--- src/mcc_pkg.sv ---
// Contract
// (RQ1) wait mode leaves controller and counter running
// (RQ2) active-halt: counter runs, registers frozen
// (RQ3) full halt freezes counter and registers
// (RQ4) irq needs flag, enable, unmasked cpu
// (RQ5) time-base wakes active-halt, never full halt
// (RQ6) clock-out select drives oscillator clock out
// (RQ7) clock-out stopped during active-halt
// (RQ8) divider code selects osc/2,4,8,16
// (RQ9) slow select picks divided or full clock
// (RQ10) time-base code selects 16000..200000 cycle period
// (RQ11) period change applies at period end
// (RQ12) halt with irq enable enters active-halt
// (RQ13) flag set on overflow, cleared by read
// (RQ14) software avoids bit set/clear on status
// (RQ15) software writes zeros to upper tone bits
// (RQ16) bit 3 drives adc sample stretch
// (RQ17) bit 2 drives adc irq enable
// (RQ18) tone code: off, ~2k, ~1k, ~500 Hz
// (RQ19) tone keeps running in active-halt
// (RQ20) tone toggles every 2000/4000/8000 cycles
// (RQ21) overflow beats read clear; counter restarts
package mcc_pkg;
  localparam logic [7:0] CSR_OFFSET  = 8'h2c;
  localparam logic [7:0] TONE_OFFSET = 8'h2d;
  localparam logic [7:0] CSR_RESET   = 8'h00;
  localparam logic [7:0] TONE_RESET  = 8'h00;

  localparam int CLKOUT_BIT  = 7;
  localparam int CPUDIV_LSB  = 5;
  localparam int SLOW_BIT    = 4;
  localparam int TBSEL_LSB   = 2;
  localparam int TBIE_BIT    = 1;
  localparam int TBFLAG_BIT  = 0;
  localparam int STRETCH_BIT = 3;
  localparam int ADC_IRQ_ENABLE_BIT   = 2;
  localparam int TONESEL_LSB = 0;

  localparam int TB_W   = 18;
  localparam int TONE_W = 13;
  localparam int PRE_W  = 4;

  localparam int unsigned TB_PERIOD_0 = 16000;
  localparam int unsigned TB_PERIOD_1 = 32000;
  localparam int unsigned TB_PERIOD_2 = 80000;
  localparam int unsigned TB_PERIOD_3 = 200000;
  localparam int unsigned TONE_HALF_1 = 2000;
  localparam int unsigned TONE_HALF_2 = 4000;
  localparam int unsigned TONE_HALF_3 = 8000;

  typedef enum logic [1:0] {PWR_RUN, PWR_ACTIVE_HALT, PWR_FULL_HALT} pwr_state_t;
endpackage : mcc_pkg

--- src/tone_gen.sv ---
`timescale 1ns/1ps
`default_nettype none
module tone_gen #(
  parameter int unsigned HALF_1 = mcc_pkg::TONE_HALF_1,
  parameter int unsigned HALF_2 = mcc_pkg::TONE_HALF_2,
  parameter int unsigned HALF_3 = mcc_pkg::TONE_HALF_3
) (
  input  wire logic       clock_i,
  input  wire logic       arst_n_i,
  input  wire logic       run_i,
  input  wire logic [1:0] sel_i,
  output logic            tone_o
);
  import mcc_pkg::*;

  logic [TONE_W-1:0] cnt_q;
  logic [TONE_W-1:0] cnt_d;
  logic [TONE_W-1:0] half_w;
  logic [1:0]        sel_q;
  logic              tone_q;
  logic              tone_d;
  logic              restart_w;
  logic              flip_w;

  // half period per code; code 0 parks the pin low
  assign half_w = (sel_i == 2'h1) ? TONE_W'(HALF_1 - 1) : // RQ20
                  (sel_i == 2'h2) ? TONE_W'(HALF_2 - 1) :
                                    TONE_W'(HALF_3 - 1);
  // a new code restarts the wave so no odd first half
  assign restart_w = (sel_i != sel_q) || (sel_i == 2'h0);
  assign flip_w    = (cnt_q >= half_w);
  assign cnt_d     = (restart_w || flip_w) ? '0 : cnt_q + 1'b1;
  assign tone_d    = restart_w ? 1'b0 : (flip_w ? ~tone_q : tone_q); // RQ18

  always_ff @(posedge clock_i or negedge arst_n_i) begin
    if (!arst_n_i) begin
      cnt_q  <= '0;
      sel_q  <= 2'h0;
      tone_q <= 1'b0;
    end else if (run_i) begin
      cnt_q  <= cnt_d;
      sel_q  <= sel_i;
      tone_q <= tone_d;
    end
  end

  assign tone_o = tone_q;
endmodule : tone_gen
`default_nettype wire

--- src/main_clock_rtc_beeper.sv ---
`timescale 1ns/1ps
`default_nettype none
module main_clock_rtc_beeper #(
  parameter int unsigned TB_PERIOD_0 = mcc_pkg::TB_PERIOD_0,
  parameter int unsigned TB_PERIOD_1 = mcc_pkg::TB_PERIOD_1,
  parameter int unsigned TB_PERIOD_2 = mcc_pkg::TB_PERIOD_2,
  parameter int unsigned TB_PERIOD_3 = mcc_pkg::TB_PERIOD_3,
  parameter int unsigned TONE_HALF_1 = mcc_pkg::TONE_HALF_1,
  parameter int unsigned TONE_HALF_2 = mcc_pkg::TONE_HALF_2,
  parameter int unsigned TONE_HALF_3 = mcc_pkg::TONE_HALF_3
) (
  input  wire logic       clock_i,
  input  wire logic       arst_n_i,
  input  wire logic       clk_en_i,
  input  wire logic [7:0] addr_i,
  input  wire logic [7:0] wdata_i,
  input  wire logic       wr_i,
  input  wire logic       rd_i,
  output logic      [7:0] rdata_o,
  input  wire logic       halt_exec_i,
  input  wire logic       ext_wake_i,
  input  wire logic       irq_masked_i,
  output logic            timebase_irq_o,
  output logic            cpu_clk_en_o,
  output logic            clock_out_en_o,
  output logic            tone_o,
  output logic            adc_sample_stretch_o,
  output logic            adc_irq_enable_o,
  output logic            active_halt_o,
  output logic            full_halt_o
);
  import mcc_pkg::*;

  // register state
  logic              clock_out_select_q;
  logic [1:0]        cpu_divider_sel_q;
  logic              slow_mode_select_q;
  logic [1:0]        timebase_sel_q;
  logic              timebase_irq_enable_q;
  logic              timebase_flag_q;
  logic              adc_sample_stretch_q;
  logic              adc_irq_enable_q;
  logic [1:0]        tone_select_q;

  // time base and power state
  logic [TB_W-1:0]   tb_cnt_q;
  logic [TB_W-1:0]   tb_cnt_d;
  logic [1:0]        tb_active_q;
  logic [PRE_W-1:0]  pre_q;
  pwr_state_t        pwr_q;
  pwr_state_t        pwr_d;

  logic [7:0]        rdata_q;
  logic              irq_q;
  logic              cpu_en_q;
  logic              clkout_q;
  logic              ahalt_q;
  logic              fhalt_q;

  // decode and helper wires
  logic              hit_csr_w;
  logic              hit_tone_w;
  logic              regs_live_w;
  logic              count_live_w;
  logic              wr_csr_w;
  logic              wr_tone_w;
  logic              rd_csr_w;
  logic              tb_wrap_w;
  logic              tb_wake_w;
  logic              flag_d;
  logic              irq_d;
  logic              cpu_en_d;
  logic              clkout_d;
  logic [7:0]        csr_view_w;
  logic [7:0]        tone_view_w;
  logic [7:0]        rdata_d;
  logic [PRE_W-1:0]  pre_mask_w;

  function automatic logic [TB_W-1:0] period_last(input logic [1:0] sel);
    unique case (sel)
      2'h0: period_last = TB_W'(TB_PERIOD_0 - 1);
      2'h1: period_last = TB_W'(TB_PERIOD_1 - 1);
      2'h2: period_last = TB_W'(TB_PERIOD_2 - 1);
      2'h3: period_last = TB_W'(TB_PERIOD_3 - 1);
    endcase
  endfunction : period_last

  // low bits that must all be ones for one slow cpu tick
  function automatic logic [PRE_W-1:0] div_mask(input logic [1:0] cp);
    div_mask = {cp == 2'h3, cp[1], cp != 2'h0, 1'b1};
  endfunction : div_mask

  assign hit_csr_w  = (addr_i == CSR_OFFSET);
  assign hit_tone_w = (addr_i == TONE_OFFSET);

  // registers accept writes only while the cpu runs; frozen in both halts
  assign regs_live_w  = clk_en_i && (pwr_q == PWR_RUN); // RQ2 RQ3
  // counter keeps going in active-halt, stops in full halt
  assign count_live_w = clk_en_i && (pwr_q != PWR_FULL_HALT); // RQ2 RQ3

  assign wr_csr_w  = regs_live_w && wr_i && hit_csr_w;
  assign wr_tone_w = regs_live_w && wr_i && hit_tone_w;
  assign rd_csr_w  = regs_live_w && rd_i && hit_csr_w;

  // period end; counter restarts from zero after it
  assign tb_wrap_w = (tb_cnt_q == period_last(tb_active_q)); // RQ10
  assign tb_cnt_d  = tb_wrap_w ? '0 : tb_cnt_q + 1'b1; // RQ21

  // set beats the clear-on-read in the same cycle
  assign flag_d = tb_wrap_w ? 1'b1 : (rd_csr_w ? 1'b0 : timebase_flag_q); // RQ13 RQ21

  // wait mode has no effect here, so the request also wakes from wait
  assign irq_d = timebase_flag_q && timebase_irq_enable_q && !irq_masked_i; // RQ1 RQ4

  // only the time base may end active-halt besides external sources
  assign tb_wake_w = timebase_flag_q && timebase_irq_enable_q; // RQ5

  always_comb begin
    pwr_d = pwr_q;
    unique case (pwr_q)
      PWR_RUN: begin
        if (halt_exec_i) begin
          pwr_d = timebase_irq_enable_q ? PWR_ACTIVE_HALT : PWR_FULL_HALT; // RQ12
        end
      end
      PWR_ACTIVE_HALT: begin
        if (tb_wake_w || ext_wake_i) begin
          pwr_d = PWR_RUN; // RQ5
        end
      end
      PWR_FULL_HALT: begin
        if (ext_wake_i) begin
          pwr_d = PWR_RUN; // RQ3 RQ5
        end
      end
      default: pwr_d = PWR_RUN;
    endcase
  end

  // cpu clock given as an enable; stopped in both halts
  assign pre_mask_w = div_mask(cpu_divider_sel_q); // RQ8
  assign cpu_en_d   = (pwr_d == PWR_RUN) &&
                      (!slow_mode_select_q || ((pre_q & pre_mask_w) == pre_mask_w)); // RQ9

  // pad mux gates the oscillator with this; off in active-halt to save power
  assign clkout_d = clock_out_select_q && (pwr_d == PWR_RUN); // RQ6 RQ7

  assign csr_view_w  = {clock_out_select_q, cpu_divider_sel_q, slow_mode_select_q,
                        timebase_sel_q, timebase_irq_enable_q, timebase_flag_q};
  // upper four bits always read zero
  assign tone_view_w = {4'h0, adc_sample_stretch_q, adc_irq_enable_q, tone_select_q}; // RQ15
  assign rdata_d     = hit_csr_w  ? csr_view_w :
                       hit_tone_w ? tone_view_w : 8'h00;

  always_ff @(posedge clock_i or negedge arst_n_i) begin
    if (!arst_n_i) begin
      clock_out_select_q    <= CSR_RESET[CLKOUT_BIT];
      cpu_divider_sel_q     <= CSR_RESET[CPUDIV_LSB +: 2];
      slow_mode_select_q    <= CSR_RESET[SLOW_BIT];
      timebase_sel_q        <= CSR_RESET[TBSEL_LSB +: 2];
      timebase_irq_enable_q <= CSR_RESET[TBIE_BIT];
    end else if (wr_csr_w) begin
      clock_out_select_q    <= wdata_i[CLKOUT_BIT];
      cpu_divider_sel_q     <= wdata_i[CPUDIV_LSB +: 2];
      slow_mode_select_q    <= wdata_i[SLOW_BIT];
      timebase_sel_q        <= wdata_i[TBSEL_LSB +: 2];
      timebase_irq_enable_q <= wdata_i[TBIE_BIT];
    end
  end

  always_ff @(posedge clock_i or negedge arst_n_i) begin
    if (!arst_n_i) begin
      adc_sample_stretch_q <= TONE_RESET[STRETCH_BIT];
      adc_irq_enable_q     <= TONE_RESET[ADC_IRQ_ENABLE_BIT];
      tone_select_q        <= TONE_RESET[TONESEL_LSB +: 2];
    end else if (wr_tone_w) begin
      adc_sample_stretch_q <= wdata_i[STRETCH_BIT]; // RQ16
      adc_irq_enable_q     <= wdata_i[ADC_IRQ_ENABLE_BIT]; // RQ17
      tone_select_q        <= wdata_i[TONESEL_LSB +: 2];
    end
  end

  // a new period choice is picked up only at the wrap, so no time shift
  always_ff @(posedge clock_i or negedge arst_n_i) begin
    if (!arst_n_i) begin
      tb_cnt_q        <= '0;
      tb_active_q     <= CSR_RESET[TBSEL_LSB +: 2];
      timebase_flag_q <= CSR_RESET[TBFLAG_BIT];
    end else if (count_live_w) begin
      tb_cnt_q        <= tb_cnt_d;
      timebase_flag_q <= flag_d;
      if (tb_wrap_w) begin
        tb_active_q <= timebase_sel_q; // RQ11
      end
    end
  end

  always_ff @(posedge clock_i or negedge arst_n_i) begin
    if (!arst_n_i) begin
      pwr_q    <= PWR_RUN;
      pre_q    <= '0;
      irq_q    <= 1'b0;
      cpu_en_q <= 1'b0;
      clkout_q <= 1'b0;
      rdata_q  <= 8'h00;
      ahalt_q  <= 1'b0;
      fhalt_q  <= 1'b0;
    end else if (clk_en_i) begin
      pwr_q    <= pwr_d;
      pre_q    <= pre_q + 1'b1;
      irq_q    <= irq_d;
      cpu_en_q <= cpu_en_d;
      clkout_q <= clkout_d;
      // state flags taken from the next state so the pins come from flops
      ahalt_q  <= (pwr_d == PWR_ACTIVE_HALT);
      fhalt_q  <= (pwr_d == PWR_FULL_HALT);
      if (rd_i) begin
        rdata_q <= rdata_d;
      end
    end
  end

  // tone runs on in active-halt; full halt or a low clock enable stops it
  tone_gen #(
    .HALF_1 (TONE_HALF_1),
    .HALF_2 (TONE_HALF_2),
    .HALF_3 (TONE_HALF_3)
  ) u_tone (
    .clock_i  (clock_i),
    .arst_n_i (arst_n_i),
    .run_i    (count_live_w), // RQ19
    .sel_i    (tone_select_q),
    .tone_o   (tone_o)
  );

  assign rdata_o              = rdata_q;
  assign timebase_irq_o       = irq_q;
  assign cpu_clk_en_o         = cpu_en_q;
  assign clock_out_en_o       = clkout_q;
  assign adc_sample_stretch_o = adc_sample_stretch_q;
  assign adc_irq_enable_o     = adc_irq_enable_q;
  assign active_halt_o        = ahalt_q;
  assign full_halt_o          = fhalt_q;
endmodule : main_clock_rtc_beeper
`default_nettype wire

--- config.mk ---
export PLATFORM = sky130hd
export DESIGN_NAME = main_clock_rtc_beeper
export DESIGN_NICKNAME = d
export VERILOG_FILES = /design/src/mcc_pkg.sv /design/src/tone_gen.sv /design/src/main_clock_rtc_beeper.sv
export SDC_FILE = /design/constraint.sdc
export NUM_CORES = 1
export LEC_CHECK = 0
export ABC_AREA = 1
export ABC_CLOCK_PERIOD_IN_PS = 3700
export BUFFER_PORTS_ARGS = -buffer_cell sky130_fd_sc_hd__buf_2
export CORE_MARGIN = 3
export CORE_UTILIZATION = 35
export DETAILED_ROUTE_END_ITERATION = 8
export PLACE_DENSITY = 0.49
export SKIP_CTS_REPAIR_TIMING = 1
export SLEW_MARGIN = 10
export SYNTH_ARGS = -nofsm -noshare
export SYNTH_HDL_FRONTEND = slang
export SYNTH_SLANG_ARGS = --single-unit
--- constraint.sdc ---
create_clock -name clock_i -period 3.7 [get_ports clock_i]
set_clock_uncertainty 0.15 [all_clocks]
set_input_delay 0.74 -clock clock_i [delete_from_list [all_inputs] [get_ports clock_i]]
set_output_delay 0.74 -clock clock_i [all_outputs]
set_load 0.01 [all_outputs]
==> Word-level counts from Yosys, hierarchy flattened <==
Index checks and enable logic that the tools add are counted.
{ "classes": {"bitwise": 2, "magnitude_cmp": 1, "shifts": 0, "div": 0, "n_reduce_logical": 28, "eq_ne": 16, "n_addsub": 3, "n_mux": 16, "mul": 0} }
{ "op_table": {"columns": ["cell", "count"], "rows": [
  ["case mux 18 bit (4 select lines)", 1],
  ["2-to-1 mux 13 bit", 3],
  ["adder 18 x 1 -> 18 bit, second input constant", 1],
  ["equality test 18 bit", 1],
  ["2-to-1 mux 18 bit", 1],
  ["equality test 8 x 6 -> 1 bit, second input constant", 2],
  ["adder 13 x 1 -> 13 bit, second input constant", 1],
  ["greater-or-equal comparator 13 bit", 1],
  ["equality test 2 bit, second input constant", 6],
  ["logical AND 1 bit", 11],
  ["equality test 2 x 1 -> 1 bit, second input constant", 4],
  ["logical NOT 2 bit", 4],
  ["2-to-1 mux 2 bit", 4],
  ["2-to-1 mux 8 bit", 1],
  ["AND reduction 2 bit", 4],
  ["case mux 2 bit (3 select lines)", 1],
  ["nonzero test 2 bit", 3],
  ["adder 4 x 1 -> 4 bit, second input constant", 1],
  ["AND 4 bit", 1],
  ["equality test 4 bit", 1],
  ["logical OR 1 bit", 4],
  ["2-to-1 mux 1 bit", 4],
  ["2-to-1 mux 4 bit", 1],
  ["logical NOT 1 bit", 2],
  ["other kinds (3)", 3]
]} }
{ "word_totals": {"memories": 0, "mem_bits_rw": 0, "out_inout_bits": 16, "latch_bits": 0, "mem_bits_ro": 0, "regBits": 67, "in_bits": 24, "wordCells": 88} }

==> Longest topological paths before layout <==
Gate-level depths: netlist (run 1).
{ "depth": {"ltp_word": 6, "ltp_mapped": 14, "ltp_nobuf": 13} }

==> By module <==
A second synthesis (run 1) with hierarchy kept.
{ "hier_totals": {"hier_cells": 528, "hier_area_um2": 3927.5} }
{ "modules_own_cells": {"columns": ["mod", "instances", "cells_each", "area_per_inst_um2"], "rows": [
  ["main_clock_rtc_beeper", 1, 371, 2790.2],
  ["tone_gen", 1, 157, 1137.3]
]} }

==> Least setup slack after synthesis (run 1) <==
Ideal clock, no wire load.
{ "synth_timing": {"kind": "reg2reg", "start": "register tone_select_q[0]", "end": "register u_tone.cnt_q[6]", "stages_incl_launch_ff": 14, "synth_period_minus_slack_ps": 2087, "path_buffers": 1, "setup_ps": 120, "setup_slack_ps": 1613, "t_arrival_ps": 1817, "cell_sequence": "dfrtp_1 > inv_1 > ha_1 > ha_1 > nand2_1 > nor2_1 > nand2_1 > nor2_1 > nand2_1 > nand3_1 > nand2_1 > inv_1 > buf_4 > nor2_1"} }
{ "synth_via": {"elab_chain_cells": 6, "elab_cells_between_ends": 10, "cone_classes": "1 x order compare; 3 x eq/ne; 3 x mux; 3 x reduce/logical"} }
{ "synth_rtl": {"columns": ["item", "line_no", "source"], "rows": [
  ["start: declaration", "main_clock_rtc_beeper.sv:43", "logic [1:0] tone_select_q;"],
  ["start signal: assignment", "main_clock_rtc_beeper.sv:175", "tone_select_q <= TONE_RESET[TONESEL_LSB +: 2];"],
  ["start signal: assignment", "main_clock_rtc_beeper.sv:179", "tone_select_q <= wdata_i[TONESEL_LSB +: 2];"],
  ["equality test 2 bit", "tone_gen.sv:27", "(sel_i == 2'h2) ? TONE_W'(HALF_2 - 1) :"],
  ["2-to-1 mux 13 bit", "tone_gen.sv:27", null],
  ["2-to-1 mux 13 bit", "tone_gen.sv:26", "assign half_w = (sel_i == 2'h1) ? TONE_W'(HALF_1 - 1) :"],
  ["greater-or-equal comparator 13 bit", "tone_gen.sv:31", "assign flip_w = (cnt_q >= half_w);"],
  ["logical OR 1 bit *", "tone_gen.sv:32", "assign cnt_d = (restart_w || flip_w) ? '0 : cnt_q + 1'b1;"],
  ["2-to-1 mux 13 bit *", "tone_gen.sv:32", null],
  ["end signal: assignment", "tone_gen.sv:41", "cnt_q <= cnt_d;"],
  ["end: declaration", "tone_gen.sv:16", "logic [TONE_W-1:0] cnt_q;"]
]} }
Mark *: on every way between the ends. The rest lies on a longest branch, timed or not.
A chain may end at the register's enable or synchronous reset.

==> Worst setup path in the final report (run 1) <==
{ "layout_timing": {"start": "register tone_select_q[0]", "end": "register u_tone.cnt_q[4]"} }
The elaborated chain is that of the path after synthesis.

==> impl_results.md, run 1 <==
- Status: complete, no violations
- Core footprint: 0.0104 sq mm
- Place WS: 1120 ps
- Actual slew at the worst max-slew pin: 795 ps
- Post-layout util: 41.7%
- ANT cells: 0
- Pre-Repair DR Iteration Count: 4
- Vias in the first global route: 3,268
- Routed WL per cell: 13.0 um
- Global Route Usage Sum: 16.4%
- Cell family with most CP delay: simple AND/OR/NAND/NOR gates
- CTS tree: built
- Placed cells: 675
- Vias: 3,295
- 1st-iter DRT viols: 140
- Crit Path Max Fanout: 11
- Setup TNS: 0 ps
- Commonest non-fill, non-tap cells in the layout: nand2_1, nor2_1, dfrtp_1, inv_1, nand3_1
- Synth Area per Inst: 7.40 sq um
- Number of fill cells: 1,100
- Remaining DRCs: 0
- Gr ovfl total: 0
- Pleak: 2.18 nW
- Die height: 110 um
- Cell mode on critical path: nand2_1
- Final WL: 9000 um
- # setup viols final: 0
- Int Power: 0.00133 W
- Die ar.: 0.0120 sq mm
- P_sw: 0.000541 W
- Rows: 37
- Worst setup SP type: flip-flop
- Horiz. Die Dim: 110 um
- Flop pwr share: 47.9%
- Crit Path Category: reg2reg
- VDD IR-drop max: 0.267 mV
- GP Congestion: 0.852
- Max-cap viol count: 0
- PortBufs: 39
- Clk Latency, worst-skew pair: 350 ps
- Clock power share: 37.4%
- ANT nets after route: 0
- Clock root buffer: clkbuf_8
- Worst EP arrival: 2470 ps
- Via/cell ratio: 4.77
- Buffers & Inverters on Critical Path: 2
- Share of layout cells above drive strength 1: 12.3%
- Nets@finish: 585
- Reg-to-reg slack, setup: 1290 ps
- Post-Syn Instances: 507
- Leading cell type in the layout, fill and taps excluded: nand2_1
- Sequential share of the synthesized area: 44.7%
- Data required, critical path: 3760 ps
- Final total power: 0.00188 W
- Yosys Warn Count: 0
- DPL Wire Length: 6720 um
- Fmax: 415 MHz
- R2R Path Start: tone_select_q[0]
- Clock buffer depth: 2
- Slew Limit Fails: 0
- Comb pwr share: 14.7%
- FF-to-FF End: u_tone.cnt_q[4]
- CP cell instances: inv_1 -> ha_1 -> ha_1 -> nand2_1 -> nor2_1 -> nand2_1 -> nor2_1 -> nand2_1 -> nand3_1 -> nand2_1 -> inv_1 -> nor2_1
- Critical Path Max Stage Delay: 380 ps
- Cell count of the worst reg-to-reg path: 12
- Netlist Area Pre-Place: 0.00375 sq mm
- Net Sw Frac: 28.9%
- HP Class: in2async
- Syn-to-layout area delta: 15.2%
- Synth Net Count: 542
- Top cells by area, synth: dfrtp_1, nand2_1, nor2_1
- H-tree Lvls: 3
- FF+latch count, synth: 67
- Clock transition at path regs: 80 ps
- Final Non-Filler Cells: 691
- Pwr dens: 434 mW/mm^2
- Minimum clock period: 2410 ps
- Slew HR: 46.7%
- Slowest-stage cell, CP: dfrtp_1
- Initial antenna violation count: 0
- IO Pins: 40
- Largest net degree at the start of global routing: 37
- Initial core utilization: 36.2%
- TritonCTS Buffers: 9
- Final period utilization: 65.1%
- Synth top area share: 44.7%
- Unrepaired setup endpoints after global routing: false
- Setup ws final: 1290 ps
- Kind of end point of the critical path: flip-flop
- Final hold violations: 0
- # clock sinks: 67
- First-pass GRT wire length: 15,500 um
- Synth cell types: 28
- Area leader, netlist: dfrtp_1
-- Yosys cell counts, drive strengths merged --
master,count
nand2,148
nand3b,1
clkbuf,1
dfrtp,67
xnor2,4
nor2,75
ha,11
mux2,3
xor2,11
o21bai,1
o21a,1
o31ai,2
nor3,8
a31oi,4
inv,65
buf,8
o22ai,1
nand3,43
a21o,1
nand4,12
a21oi,10
o21ai,28
or2,2
-- area by class of cell --
| type | instances | area, sq um | area share (%) |
|---|---|---|---|
| timing repair buffer | 41 | 223 | 5.15 |
| sequential | 67 | 1680 | 38.8 |
| clock inverter | 6 | 88.8 | 2.06 |
| clock buffer | 10 | 138 | 3.19 |
| tap | 136 | 170 | 3.94 |
| multi-input combinational | 366 | 1780 | 41.2 |
| inverter | 65 | 244 | 5.65 |
-- worst reg2reg max path, delay by kind of cell, from the launching register on --
family	cells	cell delay, ps
adder cells (fa/ha/maj)	2	660
AND/OR/NAND/NOR	8	680
buffers and inverters	2	400
flip-flops	1	380
-- registers in the layout (all words and copies together) (netlist names) --
signal                 count
tb_cnt_q                  18
u_tone.cnt_q              13
rdata_o                    8
pre_q                      4
cpu_divider_sel_q          2
pwr_q                      2
tb_active_q                2
timebase_sel_q             2
tone_select_q              2
u_tone.sel_q               2
active_halt_o              1
adc_irq_enable_o           1
adc_sample_stretch_o       1
clock_out_en_o             1
clock_out_select_q         1
cpu_clk_en_o               1
full_halt_o                1
slow_mode_select_q         1
timebase_flag_q            1
timebase_irq_enable_q      1
timebase_irq_o             1
u_tone.tone_o              1
-- power groups by stage --
stage,sequential (W),clock [W],combinational [W]
2_1_floorplan,0.000903,0,0.000188
3_3_place_gp,0.000913,0,0.000277
3_5_place_dp,0.000913,0,0.000279
4_1_cts,0.000899,0.000719,0.000281
5_1_grt,0.000910,0.000752,0.000321
6_report,0.000898,0.000702,0.000275
-- stage by stage --
step                area (sq um)  hold slack, ps
floorplan                   3750             290
global placement            4090             308
detailed placement          4090             308
CTS                         4320             324
global route                4320             337
finish                      4320             308
-- worst max-delay path by stage --
stage	from	cells past startpoint	end
after global routing	tone_select_q[1]	12	u_tone.cnt_q[3]
after detailed placement	clk_en_i	9	tb_cnt_q[11]
after global placement	clk_en_i	9	tb_cnt_q[14]
final	tone_select_q[0]	12	u_tone.cnt_q[4]
after CTS	tone_select_q[0]	12	u_tone.cnt_q[4]
after floorplan	tone_select_q[0]	13	u_tone.cnt_q[6]
-- logic make-up after synthesis --
group,count (synthesis),share of synthesized area (%)
AND/OR/NAND/NOR,289,32.2
buffers and inverters,74,7.81
flip-flops,67,44.7
AO/OA/AOI/OAI,48,7.21
XOR/XNOR,15,3.50
adder cells (fa/ha/maj),11,3.67
multiplexers,3,0.901
-- layer usage --
| metal | GRT usage (%) | part of all wire [%] | vias to the layer above |
|---|---|---|---|
| met5 | 0 | 0 | - |
| met4 | 4.81 | 1.2 | 0 |
| met3 | 3.58 | 4.5 | 12 |
| met2 | 25.7 | 46 | 72 |
| met1 | 22.9 | 49 | 1513 |
| li1 | - | - | 1698 |
Note: power is estimated with default switching activity, not from simulation.
==> run 2: changes to the inputs <==
Settings changed: ABC_AREA 1 to 0, ABC_CLOCK_PERIOD_IN_PS 3700 to 2290.
Clock period 3.7 ns to 2.29 ns, I/O delays scaled along.
==> impl_results.md, run 2 <==
- Clock power share: 35.6% (-1.8 points)
- Yosys Warn Count: 0 (unchanged)
- Via/cell ratio: 4.98 (+4.3%)
- Netlist Area Pre-Place: 0.00342 sq mm (-8.7%)
- Synth Net Count: 372 (-31%)
- Nets@finish: 439 (-25%)
- Asr flop ratio synth: 100% (unchanged)
- # clock sinks: 67 (unchanged)
- Pre-Repair DR Iteration Count: 6 (+2)
- Violated checks: negative hold slack, negative setup slack
- # setup viols final: 1 (+1)
- 1st-iter DRT viols: 133 (-5.0%)
- Final hold violations: 30 (+30)
- Slew HR: 71.6% (+25 points)
- Clk Latency, worst-skew pair: 340 ps (about the same)
- Reg-to-reg slack, setup: -30 ps (-1320 ps)
- Simple-Gate Fraction of Synth Area: 19.3% (-13 points)
- Clock root buffer: clkbuf_8
- Remaining DRCs: 0 (unchanged)
- Initial antenna violation count: 0 (unchanged)
- R2R Path Start: tone_select_q[0]
- Pleak: 1.97 nW (-9.8%)
- Synth cell types: 44 (+57%)
- Area leader, netlist: dfrtp_1
- Synth Area in XOR/XNOR: 7.42% (+3.9 points)
- TritonCTS Buffers: 9 (unchanged)
- Clock transition at path regs: 80 ps (about the same)
- Ys flop type: dfrtp_1
- Crit Path Category: reg2reg
- Setup TNS: -26.7 ps (-26.7 ps)
- Vias: 2,672 (-19%)
- Cell count of the worst reg-to-reg path: 9 (-3)
- Actual slew at the worst max-slew pin: 426 ps (-369 ps)
- Die height: 105 um (-4.2%)
- GP Congestion: 0.838 (-1.6%)
- Final WL: 8010 um (-11%)
- PortBufs: 39 (unchanged)
- FF-to-FF End: u_tone.tone_o
- Share of layout cells above drive strength 1: 29.2% (+17 points)
- Largest net degree at the start of global routing: 68 (+84%)
- Post-Syn Instances: 337 (-34%)
- Largest register FFs: 18 (unchanged)
- VDD IR-drop max: 0.470 mV (+76%)
- Biggest register: tb_cnt_q
- Setup ws final: -26.7 ps (-1320 ps)
- Post-Synth Adder-Cell Area: 4.02% (+0.35 points)
- Leading cell type in the layout, fill and taps excluded: dfrtp_1
- Pwr dens: 642 mW/mm^2 (+48%)
- Post-synthesis compound-gate area fraction: 10.9% (+3.7 points)
- Syn-to-layout area delta: 25.0%
- Placed cells: 518 (-23%)
- Kind of end point of the critical path: flip-flop
- Core footprint: 0.00937 sq mm (-9.6%)
- ANT nets after route: 0 (unchanged)
- Synth top area share: 49.0% (+4.3 points)
- Sequential share of the synthesized area: 49.0% (+4.3 points)
- HP Class: in2async
- Count leader, synth: dfrtp_1
- Worst Hold Slack: -36.6 ps (-345 ps)
- H-tree Lvls: 3 (unchanged)
- Int Power: 0.00197 W (+47%)
- Gr ovfl total: 0 (unchanged)
- Number of enable flip-flop cells after synthesis: 0 (unchanged)
- Synth Area per Inst: 10.2 sq um (+37%)
- Commonest non-fill, non-tap cells in the layout: dfrtp_1, buf_2, nand2_1, buf_4, nor2_1
- Unrepaired setup endpoints after global routing: true
- Data required, critical path: 2360 ps (-1400 ps)
- DPL Wire Length: 5690 um (-15%)
- Global Route Usage Sum: 15.1% (-1.3 points)
- Die ar.: 0.0110 sq mm (-8.3%)
- IO Pins: 40 (unchanged)
- Horiz. Die Dim: 105 um (-4.2%)
- Comb pwr share: 13.4% (-1.3 points)
- Flop pwr share: 51.0% (+3.1 points)
- Place WS: -53.6 ps (-1170 ps)
- Clock buffer depth: 2 (unchanged)
- Initial core utilization: 36.5% (+0.35 points)
- Vias in the first global route: 2,721 (-17%)
- Fmax: 432 MHz (+3.9%)
- Mux cell area share after synthesis: 6.33% (+5.4 points)
- First-pass GRT wire length: 13,500 um (-13%)
- Most frequent cells after synthesis: dfrtp_1, nand2_1, nor2_1, nand3_1, o21ai_0
- Slew Limit Fails: 0 (unchanged)
- Status: finished, violations left
- P_sw: 0.000780 W (+44%)
- Minimum clock period: 2320 ps (-90.9 ps)
- Net Sw Frac: 28.4% (-0.44 points)
- Rows: 35 (-5.4%)
- Top cells by area, synth: dfrtp_1, mux2_2, ha_1
- Max-cap viol count: 0 (unchanged)
- Final Non-Filler Cells: 537 (-22%)
- Crit Path Max Fanout: 5 (-6)
- Worst setup SP type: flip-flop
- ANT cells: 0 (unchanged)
- Routed WL per cell: 14.9 um (+14%)
- Number of fill cells: 934 (-15%)
- FF+latch count, synth: 67 (unchanged)
- CTS tree: built
- Worst EP arrival: 2390 ps (-80 ps)
- Main combinational cell family by area after synthesis: simple AND/OR/NAND/NOR gates
- Final period utilization: 101% (+36 points)
==> run 2: changes by cell type after synthesis, moves of 6 or more <==
cell,change
nand2_1,-115
inv_1,-49
nor2_1,-49
nand3_1,-23
xnor2_1,+11
mux2_2,+10
o21ai_0,-10
or3_1,+7
clkbuf_1,+6
==> run 2: metrics by stage <==
step	total power, W	cell area (sq um)	hold slack (ps)	util [%]
finish	0.00275	4280	-36.6	45.6
global route	0.00289	4280	9.23	45.6
CTS	0.00277	4130	-9.87	44.1
detailed placement	0.00178	3940	318	42.1
global placement	0.00177	3940	307	42.1
floorplan	0.00162	3440	12.4	-
==> run 2: kinds of logic after synthesis <==
logic type	count (synthesis)
buffers and inverters	26
AOI/OAI and AO/OA	55
DFF	67
xor gates and xnor gates	29
and+or+nand+nor	130
muxes	19
adders and majority gates	11
==> run 2: area by class of cell <==
class	instances	area, sq um	area share, %
inverter	15	56.3	1.32
tap	129	161	3.77
clock buffer	9	124	2.90
sequential	67	1680	39.2
clock inverter	6	67.6	1.58
multi-input combinational	245	1780	41.5
timing repair buffer	66	414	9.68
==> run 2: worst max-delay path, cell delays in order, from the launching register on <==
cell      delay (ps)
dfrtp_2          440
ha_4             170
buf_4            130
ha_1             280
nand3_2           60
or2_4            250
o211ai_1         180
buf_4            180
o21ai_4           70
mux2_4           290
==> run 2: layer usage <==
layer / share of wire, % / wire length, um / global-route usage [%]
met1: 48 / 3820 / 20.5
met3: 3.7 / 298 / 2.59
met2: 47 / 3780 / 24.1
met5: 0 / 0 / 0
met4: 1.4 / 112 / 5.81
==> run 2: power by group through the flow <==
stage          Sequential (W)  Combinational (W)  Clock (W)
5_1_grt               0.00142           0.000418    0.00105
4_1_cts               0.00140           0.000358    0.00101
2_1_floorplan         0.00140           0.000223          0
3_5_place_dp          0.00142           0.000355          0
6_report              0.00140           0.000367   0.000977
3_3_place_gp          0.00142           0.000347          0
==> run 2: worst max-delay path by stage <==
| stage | start | to | slack [ps] | cells after the start |
|---|---|---|---|---|
| floorplan | tone_select_q[1] | u_tone.cnt_q[0] | 10 | 9 |
| global placement | tone_select_q[1] | u_tone.tone_o | -2 | 8 |
| detailed placement | tone_select_q[1] | u_tone.tone_o | -50 | 9 |
| CTS | tone_select_q[1] | u_tone.tone_o | -70 | 9 |
| global route | tone_select_q[0] | u_tone.tone_o | -110 | 9 |
| finish | tone_select_q[0] | u_tone.tone_o | -30 | 9 |
